`src/logic/touch_pkg.sv`:
```
package touch_pkg;
  // Number of electrodes and data widths.
  localparam int NUM_ELECTRODES = 3;
  localparam int SAMPLE_W       = 10;
  localparam int LEVEL_W        = 8;
  localparam int SLOTS          = 6;
  // Register indexes; the byte address on the bus is four times the index.
  localparam logic [7:0] IDX_TOUCH_TRIP_E0   = 8'h29;
  localparam logic [7:0] IDX_RELEASE_TRIP_E0 = 8'h2a;
  localparam logic [7:0] IDX_TOUCH_TRIP_E1   = 8'h2b;
  localparam logic [7:0] IDX_RELEASE_TRIP_E1 = 8'h2c;
  localparam logic [7:0] IDX_TOUCH_TRIP_E2   = 8'h2d;
  localparam logic [7:0] IDX_RELEASE_TRIP_E2 = 8'h2e;
  localparam logic [7:0] IDX_TOUCH_STATUS    = 8'h00;
  localparam logic [7:0] IDX_EVENT_STATUS    = 8'h30;
  localparam logic [7:0] IDX_EVENT_MASK      = 8'h31;
  localparam logic [7:0] IDX_FIRST_TRIP      = 8'h29;
  // Reset values.
  localparam logic [7:0] TRIP_RESET = 8'h00;
  localparam logic [5:0] MASK_RESET = 6'h3f;
  // Bus responses.
  localparam logic [1:0] RESP_OKAY   = 2'h0;
  localparam logic [1:0] RESP_SLVERR = 2'h2;
endpackage

```
`src/logic/trip_level_mem.sv`:
```
`timescale 1ns/1ps
// Holds the six trip levels, written and read by the bus slave.
module trip_level_mem #(
  parameter int DEPTH = 6,
  parameter int WIDTH = 8
) (
  // Clock and reset.
  input  wire logic                     sys_clk,
  input  wire logic                     rst_n,
  // Write port.
  input  wire logic                     wr_en,
  input  wire logic [2:0]               wr_idx,
  input  wire logic [WIDTH-1:0]         wr_data,
  // Registered read port.
  input  wire logic [2:0]               rd_idx,
  output logic      [WIDTH-1:0]         rd_data,
  // All levels, flat, for the detectors.
  output logic      [DEPTH*WIDTH-1:0]   levels
);
  logic [WIDTH-1:0] mem_r   [DEPTH];
  logic [WIDTH-1:0] mem_nxt [DEPTH];
  logic [WIDTH-1:0] rd_r;
  logic [WIDTH-1:0] rd_nxt;

  // Next entry values; the chosen slot takes the written byte.
  always_comb begin
    for (int i = 0; i < DEPTH; i++) begin
      mem_nxt[i] = (wr_en && wr_idx == i[2:0]) ? wr_data : mem_r[i];
    end
    rd_nxt = (int'(rd_idx) < DEPTH) ? mem_r[rd_idx] : '0;
  end

  // Registers the entries and the read data.
  always_ff @(posedge sys_clk) begin
    if (!rst_n) begin
      for (int i = 0; i < DEPTH; i++) begin
        mem_r[i] <= touch_pkg::TRIP_RESET;
      end
      rd_r <= '0;
    end else begin
      mem_r <= mem_nxt;
      rd_r  <= rd_nxt;
    end
  end

  // Presents every entry to the detection logic.
  genvar g;
  generate
    for (g = 0; g < DEPTH; g++) begin : g_flat
      assign levels[g*WIDTH +: WIDTH] = mem_r[g];
    end
  endgenerate
  assign rd_data = rd_r;
endmodule // trip_level_mem

```
`src/logic/touch_threshold_detect.sv`:
```
`timescale 1ns/1ps
// Contract
// - Delta is baseline minus filtered sample, since a press lowers the count.
// - Touch is declared when the filtered-to-baseline gap grows large enough.
// - While touched, the electrode's baseline hold output stays asserted.
// - A detected touch raises an interrupt toward the host.
// - A detected touch updates the electrode's bit in touch status.
// - Each electrode has its own touch and release trip levels.
// - The touch trip level is the delta that triggers a touch.
// - The release trip level is the delta that recognises a release.
// - A release updates status, raises an interrupt and releases the baseline.
// - Touch trip levels for electrodes zero to two, any value 0 to 255.
// - Release trip levels for electrodes zero to two, any value 0 to 255.
// - All touch trip levels zero disables detection; baseline just filters.
// - Baseline holds from touch until release of that touch.
module touch_threshold_detect #(
  parameter int N  = touch_pkg::NUM_ELECTRODES,
  parameter int SW = touch_pkg::SAMPLE_W
) (
  // Clock and reset.
  input  wire logic              sys_clk,
  input  wire logic              rst_n,
  // Filter samples, one word per electrode, with a strobe each.
  input  wire logic [N*SW-1:0]   filtered_data,
  input  wire logic [N*SW-1:0]   baseline_data,
  input  wire logic [N-1:0]      sample_valid,
  // Detection outputs.
  output logic      [N-1:0]      baseline_hold,
  output logic      [N-1:0]      touch_state,
  output logic                   irq,
  // AXI4-Lite write address.
  input  wire logic [7:0]        s_axi_awaddr,
  input  wire logic              s_axi_awvalid,
  output logic                   s_axi_awready,
  // AXI4-Lite write data.
  input  wire logic [31:0]       s_axi_wdata,
  input  wire logic [3:0]        s_axi_wstrb,
  input  wire logic              s_axi_wvalid,
  output logic                   s_axi_wready,
  // AXI4-Lite write response.
  output logic      [1:0]        s_axi_bresp,
  output logic                   s_axi_bvalid,
  input  wire logic              s_axi_bready,
  // AXI4-Lite read address.
  input  wire logic [7:0]        s_axi_araddr,
  input  wire logic              s_axi_arvalid,
  output logic                   s_axi_arready,
  // AXI4-Lite read data.
  output logic      [31:0]       s_axi_rdata,
  output logic      [1:0]        s_axi_rresp,
  output logic                   s_axi_rvalid,
  input  wire logic              s_axi_rready
);
  localparam int LW = touch_pkg::LEVEL_W;

  typedef enum logic [1:0] {RD_IDLE, RD_MEM, RD_DONE} rd_state_t;

  // Trip level storage signals.
  logic [touch_pkg::SLOTS*LW-1:0] levels;
  logic [LW-1:0]    mem_rd_data;
  logic             mem_wr_en;
  logic [2:0]       mem_wr_idx;
  logic [2:0]       mem_rd_idx;

  // Write channel state.
  logic             aw_held_r, aw_held_nxt;
  logic [7:0]       aw_addr_r, aw_addr_nxt;
  logic             w_held_r, w_held_nxt;
  logic [31:0]      w_data_r, w_data_nxt;
  logic [3:0]       w_strb_r, w_strb_nxt;
  logic             bvalid_r, bvalid_nxt;
  logic [1:0]       bresp_r, bresp_nxt;

  // Read channel state.
  rd_state_t        rd_state_r, rd_state_nxt;
  logic [7:0]       ar_addr_r, ar_addr_nxt;
  logic [31:0]      rdata_r, rdata_nxt;
  logic [1:0]       rresp_r, rresp_nxt;

  // Detection and interrupt state.
  logic [N-1:0]     touch_r, touch_nxt;
  logic [2*N-1:0]   event_r, event_nxt;
  logic [2*N-1:0]   mask_r, mask_nxt;
  logic [N-1:0]     set_touch;
  logic [N-1:0]     set_release;
  logic             detect_enable;

  // Helper decode signals.
  logic             wr_fire;
  logic [7:0]       wr_addr;
  logic [7:0]       trip_off;
  logic             wr_is_trip;
  logic             rd_take;
  logic [7:0]       rd_off;

  trip_level_mem #(
    .DEPTH (touch_pkg::SLOTS),
    .WIDTH (LW)
  ) u_levels (
    .sys_clk (sys_clk),
    .rst_n   (rst_n),
    .wr_en   (mem_wr_en),
    .wr_idx  (mem_wr_idx),
    .wr_data (w_data_r[LW-1:0]),
    .rd_idx  (mem_rd_idx),
    .rd_data (mem_rd_data),
    .levels  (levels)
  );

  // Detection stays off while every touch trip level is zero.
  always_comb begin
    detect_enable = 1'b0;
    for (int e = 0; e < N; e++) begin
      detect_enable = detect_enable | (|levels[(2*e)*LW +: LW]);
    end
  end

  // Per electrode comparison with hysteresis.
  genvar g;
  generate
    for (g = 0; g < N; g++) begin : g_det
      logic [SW:0]   delta;
      logic [LW-1:0] touch_lvl;
      logic [LW-1:0] release_lvl;
      logic          neg;
      assign touch_lvl   = levels[(2*g)*LW +: LW];
      assign release_lvl = levels[(2*g+1)*LW +: LW];
      // Baseline minus filtered; a press drives the filtered count down.
      assign delta = {1'b0, baseline_data[g*SW +: SW]}
                   - {1'b0, filtered_data[g*SW +: SW]};
      assign neg = delta[SW];
      assign set_touch[g] = sample_valid[g] && detect_enable && !touch_r[g] && !neg
                         && (delta[SW-1:0] >= SW'(touch_lvl));
      assign set_release[g] = sample_valid[g] && touch_r[g]
                           && (neg || delta[SW-1:0] <= SW'(release_lvl)
                               || !detect_enable);
    end
  endgenerate

  // Touch state, event flags and mask next values.
  always_comb begin
    touch_nxt = (touch_r | set_touch) & ~set_release;
    event_nxt = event_r;
    mask_nxt  = mask_r;
    if (rd_take && rd_off == touch_pkg::IDX_EVENT_STATUS) begin
      event_nxt = '0;
    end
    // New events win over the clearing read.
    event_nxt = event_nxt | {set_release, set_touch};
    if (mem_wr_en == 1'b0 && wr_fire && wr_addr == touch_pkg::IDX_EVENT_MASK
        && w_strb_r[0]) begin
      mask_nxt = w_data_r[2*N-1:0];
    end
  end

  always_ff @(posedge sys_clk) begin
    if (!rst_n) begin
      touch_r <= '0;
      event_r <= '0;
      mask_r  <= touch_pkg::MASK_RESET;
    end else begin
      touch_r <= touch_nxt;
      event_r <= event_nxt;
      mask_r  <= mask_nxt;
    end
  end

  assign baseline_hold = touch_r;
  assign touch_state   = touch_r;
  assign irq           = |(event_r & mask_r);

  // Write path: address and data caught in either order, then applied.
  always_comb begin
    wr_addr    = {2'b00, aw_addr_r[7:2]};
    wr_fire    = aw_held_r && w_held_r && !bvalid_r;
    trip_off   = wr_addr - touch_pkg::IDX_FIRST_TRIP;
    wr_is_trip = (wr_addr >= touch_pkg::IDX_TOUCH_TRIP_E0)
              && (wr_addr <= touch_pkg::IDX_RELEASE_TRIP_E2);
    mem_wr_en  = wr_fire && wr_is_trip && w_strb_r[0];
    mem_wr_idx = trip_off[2:0];
    aw_held_nxt = aw_held_r;
    aw_addr_nxt = aw_addr_r;
    w_held_nxt  = w_held_r;
    w_data_nxt  = w_data_r;
    w_strb_nxt  = w_strb_r;
    bvalid_nxt  = bvalid_r;
    bresp_nxt   = bresp_r;
    if (s_axi_awvalid && !aw_held_r) begin
      aw_held_nxt = 1'b1;
      aw_addr_nxt = s_axi_awaddr;
    end
    if (s_axi_wvalid && !w_held_r) begin
      w_held_nxt = 1'b1;
      w_data_nxt = s_axi_wdata;
      w_strb_nxt = s_axi_wstrb;
    end
    if (wr_fire) begin
      bvalid_nxt  = 1'b1;
      bresp_nxt   = (wr_is_trip || wr_addr == touch_pkg::IDX_EVENT_MASK)
                  ? touch_pkg::RESP_OKAY : touch_pkg::RESP_SLVERR;
    end
    if (bvalid_r && s_axi_bready) begin
      bvalid_nxt = 1'b0;
      aw_held_nxt = 1'b0;
      w_held_nxt  = 1'b0;
    end
  end

  always_ff @(posedge sys_clk) begin
    if (!rst_n) begin
      aw_held_r <= 1'b0;
      aw_addr_r <= '0;
      w_held_r  <= 1'b0;
      w_data_r  <= '0;
      w_strb_r  <= '0;
      bvalid_r  <= 1'b0;
      bresp_r   <= touch_pkg::RESP_OKAY;
    end else begin
      aw_held_r <= aw_held_nxt;
      aw_addr_r <= aw_addr_nxt;
      w_held_r  <= w_held_nxt;
      w_data_r  <= w_data_nxt;
      w_strb_r  <= w_strb_nxt;
      bvalid_r  <= bvalid_nxt;
      bresp_r   <= bresp_nxt;
    end
  end

  assign s_axi_awready = !aw_held_r;
  assign s_axi_wready  = !w_held_r;
  assign s_axi_bvalid  = bvalid_r;
  assign s_axi_bresp   = bresp_r;

  // Read path: address taken, one cycle for the level store, then data.
  always_comb begin
    rd_take      = (rd_state_r == RD_IDLE) && s_axi_arvalid;
    rd_off       = {2'b00, s_axi_araddr[7:2]};
    rd_state_nxt = rd_state_r;
    ar_addr_nxt  = ar_addr_r;
    rdata_nxt    = rdata_r;
    rresp_nxt    = rresp_r;
    // The store's read register is loaded at the take edge, so it is ready in RD_MEM.
    mem_rd_idx   = 3'(rd_off - touch_pkg::IDX_FIRST_TRIP);
    case (rd_state_r)
      RD_IDLE: begin
        if (s_axi_arvalid) begin
          ar_addr_nxt  = rd_off;
          rd_state_nxt = RD_MEM;
          rresp_nxt    = touch_pkg::RESP_OKAY;
          rdata_nxt    = '0;
          if (rd_off == touch_pkg::IDX_TOUCH_STATUS) begin
            rdata_nxt = {{(32-N){1'b0}}, touch_r};
          end else if (rd_off == touch_pkg::IDX_EVENT_STATUS) begin
            rdata_nxt = {{(32-2*N){1'b0}}, event_r};
          end else if (rd_off == touch_pkg::IDX_EVENT_MASK) begin
            rdata_nxt = {{(32-2*N){1'b0}}, mask_r};
          end else if (rd_off < touch_pkg::IDX_TOUCH_TRIP_E0
                       || rd_off > touch_pkg::IDX_RELEASE_TRIP_E2) begin
            rresp_nxt = touch_pkg::RESP_SLVERR;
          end
        end
      end
      RD_MEM: begin
        rd_state_nxt = RD_DONE;
      end
      RD_DONE: begin
        if (s_axi_rready) begin
          rd_state_nxt = RD_IDLE;
        end
      end
      default: begin
        rd_state_nxt = RD_IDLE;
      end
    endcase
  end

  always_ff @(posedge sys_clk) begin
    if (!rst_n) begin
      rd_state_r <= RD_IDLE;
      ar_addr_r  <= '0;
      rdata_r    <= '0;
      rresp_r    <= touch_pkg::RESP_OKAY;
    end else begin
      rd_state_r <= rd_state_nxt;
      ar_addr_r  <= ar_addr_nxt;
      rresp_r    <= rresp_nxt;
      // Trip levels come from the store's registered read port.
      if (rd_state_r == RD_MEM && ar_addr_r >= touch_pkg::IDX_TOUCH_TRIP_E0
          && ar_addr_r <= touch_pkg::IDX_RELEASE_TRIP_E2) begin
        rdata_r <= {24'h000000, mem_rd_data};
      end else begin
        rdata_r <= rdata_nxt;
      end
    end
  end

  assign s_axi_arready = (rd_state_r == RD_IDLE);
  assign s_axi_rvalid  = (rd_state_r == RD_DONE);
  assign s_axi_rdata   = rdata_r;
  assign s_axi_rresp   = rresp_r;
endmodule // touch_threshold_detect

```
`config.mk`:
```
export PLATFORM = sky130hd
export DESIGN_NAME = touch_threshold_detect
export DESIGN_NICKNAME = d
export VERILOG_FILES = /design/src/logic/touch_pkg.sv /design/src/logic/trip_level_mem.sv /design/src/logic/touch_threshold_detect.sv
export SDC_FILE = /design/constraint.sdc
export NUM_CORES = 1
export LEC_CHECK = 0
export BUFFER_PORTS_ARGS = -buffer_cell sky130_fd_sc_hd__buf_2
export CAP_MARGIN = 20
export CORE_MARGIN = 2
export CORE_UTILIZATION = 39
export DETAILED_ROUTE_END_ITERATION = 12
export HOLD_SLACK_MARGIN = 0.08
export PLACE_DENSITY = 0.67
export SLEW_MARGIN = 25
export SYNTH_ARGS = -nofsm -noshare
export SYNTH_HDL_FRONTEND = slang
export SYNTH_SLANG_ARGS = --single-unit
```
`constraint.sdc`:
```
create_clock -name sys_clk -period 3.4 [get_ports sys_clk]
set_input_delay 1.02 -clock sys_clk [delete_from_list [all_inputs] [get_ports sys_clk]]
set_output_delay 1.02 -clock sys_clk [all_outputs]
set_load 0.005 [all_outputs]
```
==> qor.yml <==
cts:
  clk_pin_slew_ps: 70
  clk_latency_ps: 350
  cts_buffers: 9
  cts_max_level: 3
  cts_buffer_depth: 2
  clock-sinks: 107
  cts_root_buf: "clkbuf_16"
  cts_tree: "done"
layout:
  diodes: 0
  syn_to_final_growth_pct: 22.2
  drive_gt1_frac: 0.248
  finalNonFillerCells: 1312
  mostFrequentLayoutCell: "buf_2"
  nFillCells: 1870
  final_nets: 1253
  layout_common_cells: "buf_2, dfxtp_1, nand2_1, inv_1, ha_1"
worst_setup_path:
  cp.required_ps: 3640
  path_class: "in -> reg"
  reg2reg_to: "baseline_hold[1]$_SDFF_PN0_"
  critPathLaunchType: "primary input"
  rr_startpoint: "u_levels.levels[0]$_SDFFE_PN0P_"
  cp.arrival_ps: 3730
  r2r_setup_slack_ps: 950
  cp-end-kind: "flop"
  worstPathMaxFanout: 2
  reg2reg_depth: 8
synthesis:
  synth-async-reset-ratio: 0
  synth_edf_count: 0
  ys_warn_count: 0
  synth_cell_types: 72
  ys_seq_elements: 107
  ys.flop_type: "dfxtp_1"
  synthesis.area_mm2: 0.00766
  syn_inst: 891
  yosysSeqAreaShare: 0.280
  syn_area_per_cell_um2: 8.60
routing:
  drc: 0
  post_drt_via_cell_ratio: 4.91
  vias: 6442
  firstDrtPassIters: 5
  routed_wl_mm: 17.9
  drt_iter0_drc: 322
  wire_per_inst_um: 13.7
  postRouteAntennaNets: 0
global_routing:
  grt_util_all_layers: 0.172
  grt_max_degree: 45
  grt_pass1_wl_mm: 28.7
  antenna_found_initial: 0
  gr-total-overflow: 0
  grt_pass1_vias: 6073
timing:
  timing.fmax_ghz: 0.287
  max_slew_margin: 0.416
  hold_violations: 0
  worst_slew_pin_slew_ps: 872
  fin_crit_sh: 1.03
  setup_viol: 1
  setup_ws_ps: -89.3
  tns_ps: -89.3
  drv_slew: 0
  grt_setup_unrepaired: "true"
  layout_min_cycle_time_ps: 3490
  final.setup_skew_ps: 6.71
status:
  violations: "setup timing"
  outcome: "finished, violations left"
power_and_ir_drop:
  power_density_mw_per_mm2: 350
  p_leak_nw: 4.12
  ir_drop_mv: 0.279
place:
  gp_congestion: 0.837
  place.port_buffers: 112
  place_hpwl_mm: 14.1
  place_inst: 1287
floorplan:
  start_util: 0.396
  die_h_um: 144
  io-pin-count: 170
  num_rows: 51
  core_area_mm2: 0.0193
  die_w_um: 144
  die_area_mm2: 0.0208
min_path:
  worstHoldStart: "ar_addr_r[5]$_SDFFE_PN0P_"
  holdPathStages: 2
  hold_path_class: "reg -> reg"
  min_to: "ar_addr_r[5]$_SDFFE_PN0P_"
job:
  cap_violations: 0
==> metal layers <==
| metal | GRT usage | routed length [µm] | up-vias |
|---|---|---|---|
| met5 | 0 | 0 | - |
| met3 | 0.0265 | 800 | 6 |
| met1 | 0.229 | 8460 | 2976 |
| met2 | 0.298 | 8590 | 130 |
| li1 | - | - | 3330 |
| met4 | 0.0296 | 63 | 0 |
==> flip-flops by register name, indices dropped and copies added (netlist names), 2 cells and up <==
signal	count
ar_addr_r	6
aw_addr_r	6
baseline_hold	3
event_r	6
mask_r	6
rd_state_r	2
s_axi_rdata	8
u_levels.levels	48
u_levels.rd_data	8
w_data_r	8
==> Yosys cell counts (4+ instances only) <==
cell	count	area, µm²
nand3_1	18	90.1
a22oi_1	10	75.1
nor3_1	9	45.0
a21boi_0	27	203
a21oi_1	34	170
xor2_1	5	43.8
buf_4	31	233
mux4_2	8	180
nor2_1	26	97.6
nand2_1	85	319
o21ai_0	32	160
o31a_1	4	35.0
xnor2_1	14	123
nand3b_1	4	30.0
o21a_1	13	97.6
a211oi_1	6	45.0
and2_1	15	93.8
o211ai_1	5	37.5
nand4_1	6	37.5
and3_1	5	31.3
nor4_1	7	43.8
buf_2	9	45.0
clkbuf_1	19	71.3
o221ai_1	5	43.8
inv_1	88	330
ha_1	86	1080
mux2i_1	62	621
nand2b_1	8	50.1
dfxtp_1	107	2140
a21o_1	7	52.6
nor2b_1	73	457
==> cells by family (layout without fill, tap and decap cells) <==
group           after synthesis  count (layout)  synth area share
compound gates              178             178             0.162
xor+xnor                     19              19            0.0217
fa+ha+maj                    89              89             0.148
buf+inv                     150             281            0.0912
flops                       107             107             0.280
mux                          71              71             0.106
other cells                   1              26          0.000490
simple gates                276             276             0.191
==> critical path, stage by stage <==
cell	delay, ps
buf_6	100
inv_4	50
ha_4	110
inv_2	40
fa_2	340
a21oi_2	170
inv_1	60
a21oi_2	160
xnor2_2	100
ha_1	320
a21o_1	180
a211oi_2	230
o21ai_1	100
a21oi_1	190
nor2_1	70
a31oi_1	190
nor2b_1	80
o211a_1	220
==> cell type report <==
class | instances | area [µm²] | area share
Sequential cell | 107 | 2140 | 0.229
Clock buffer | 11 | 243 | 0.0259
Timing Repair Buffer | 177 | 1070 | 0.114
Multi-Input combinational cell | 659 | 5160 | 0.551
Tap cell | 265 | 332 | 0.0354
Clock inverter | 5 | 61.3 | 0.00655
Inverter | 88 | 355 | 0.0380
==> worst max-delay path by stage <==
stage,from,endpoint,cells past startpoint
final,baseline_data[10],baseline_hold[1]$_SDFF_PN0_,18
after global routing,baseline_data[10],baseline_hold[1]$_SDFF_PN0_,18
after CTS,baseline_data[10],baseline_hold[1]$_SDFF_PN0_,18
after detailed placement,baseline_data[10],baseline_hold[1]$_SDFF_PN0_,18
after global placement,baseline_data[0],baseline_hold[0]$_SDFF_PN0_,15
after floorplan,baseline_data[10],baseline_hold[1]$_SDFF_PN0_,17
==> through the flow <==
| step | total power, mW | area [µm²] | util | setup WS [ps] | hold slack [ps] |
|---|---|---|---|---|---|
| detailed placement | 2.18 | 8870 | 0.459 | -436 | 459 |
| CTS | 3.26 | 9230 | 0.477 | 0.663 | 469 |
| global route | 3.46 | 9360 | 0.484 | -267 | 493 |
| floorplan | 1.91 | 7920 | - | -59.8 | 439 |
| finish | 3.28 | 9360 | 0.484 | -89.3 | 464 |
| global placement | 2.16 | 8870 | 0.459 | -393 | 454 |
==> power by group <==
group / internal [mW] / switching [mW] / total, mW
clock: 0.594 / 0.470 / 1.06
combinational: 0.466 / 0.443 / 0.909
sequential: 1.27 / 0.0313 / 1.30
==> what timing repair did <==
item / 4_1_cts / 5_1_grt
pin swaps: 11 / 44
gates resized for setup: 5 / 22
setup buffers: 5 / 5
endpoints found under the setup margin: 3 / 9
hold endpoints to repair: 0 / 0
hold buffers: 0 / 0
(Power assumes the default switching activity.)
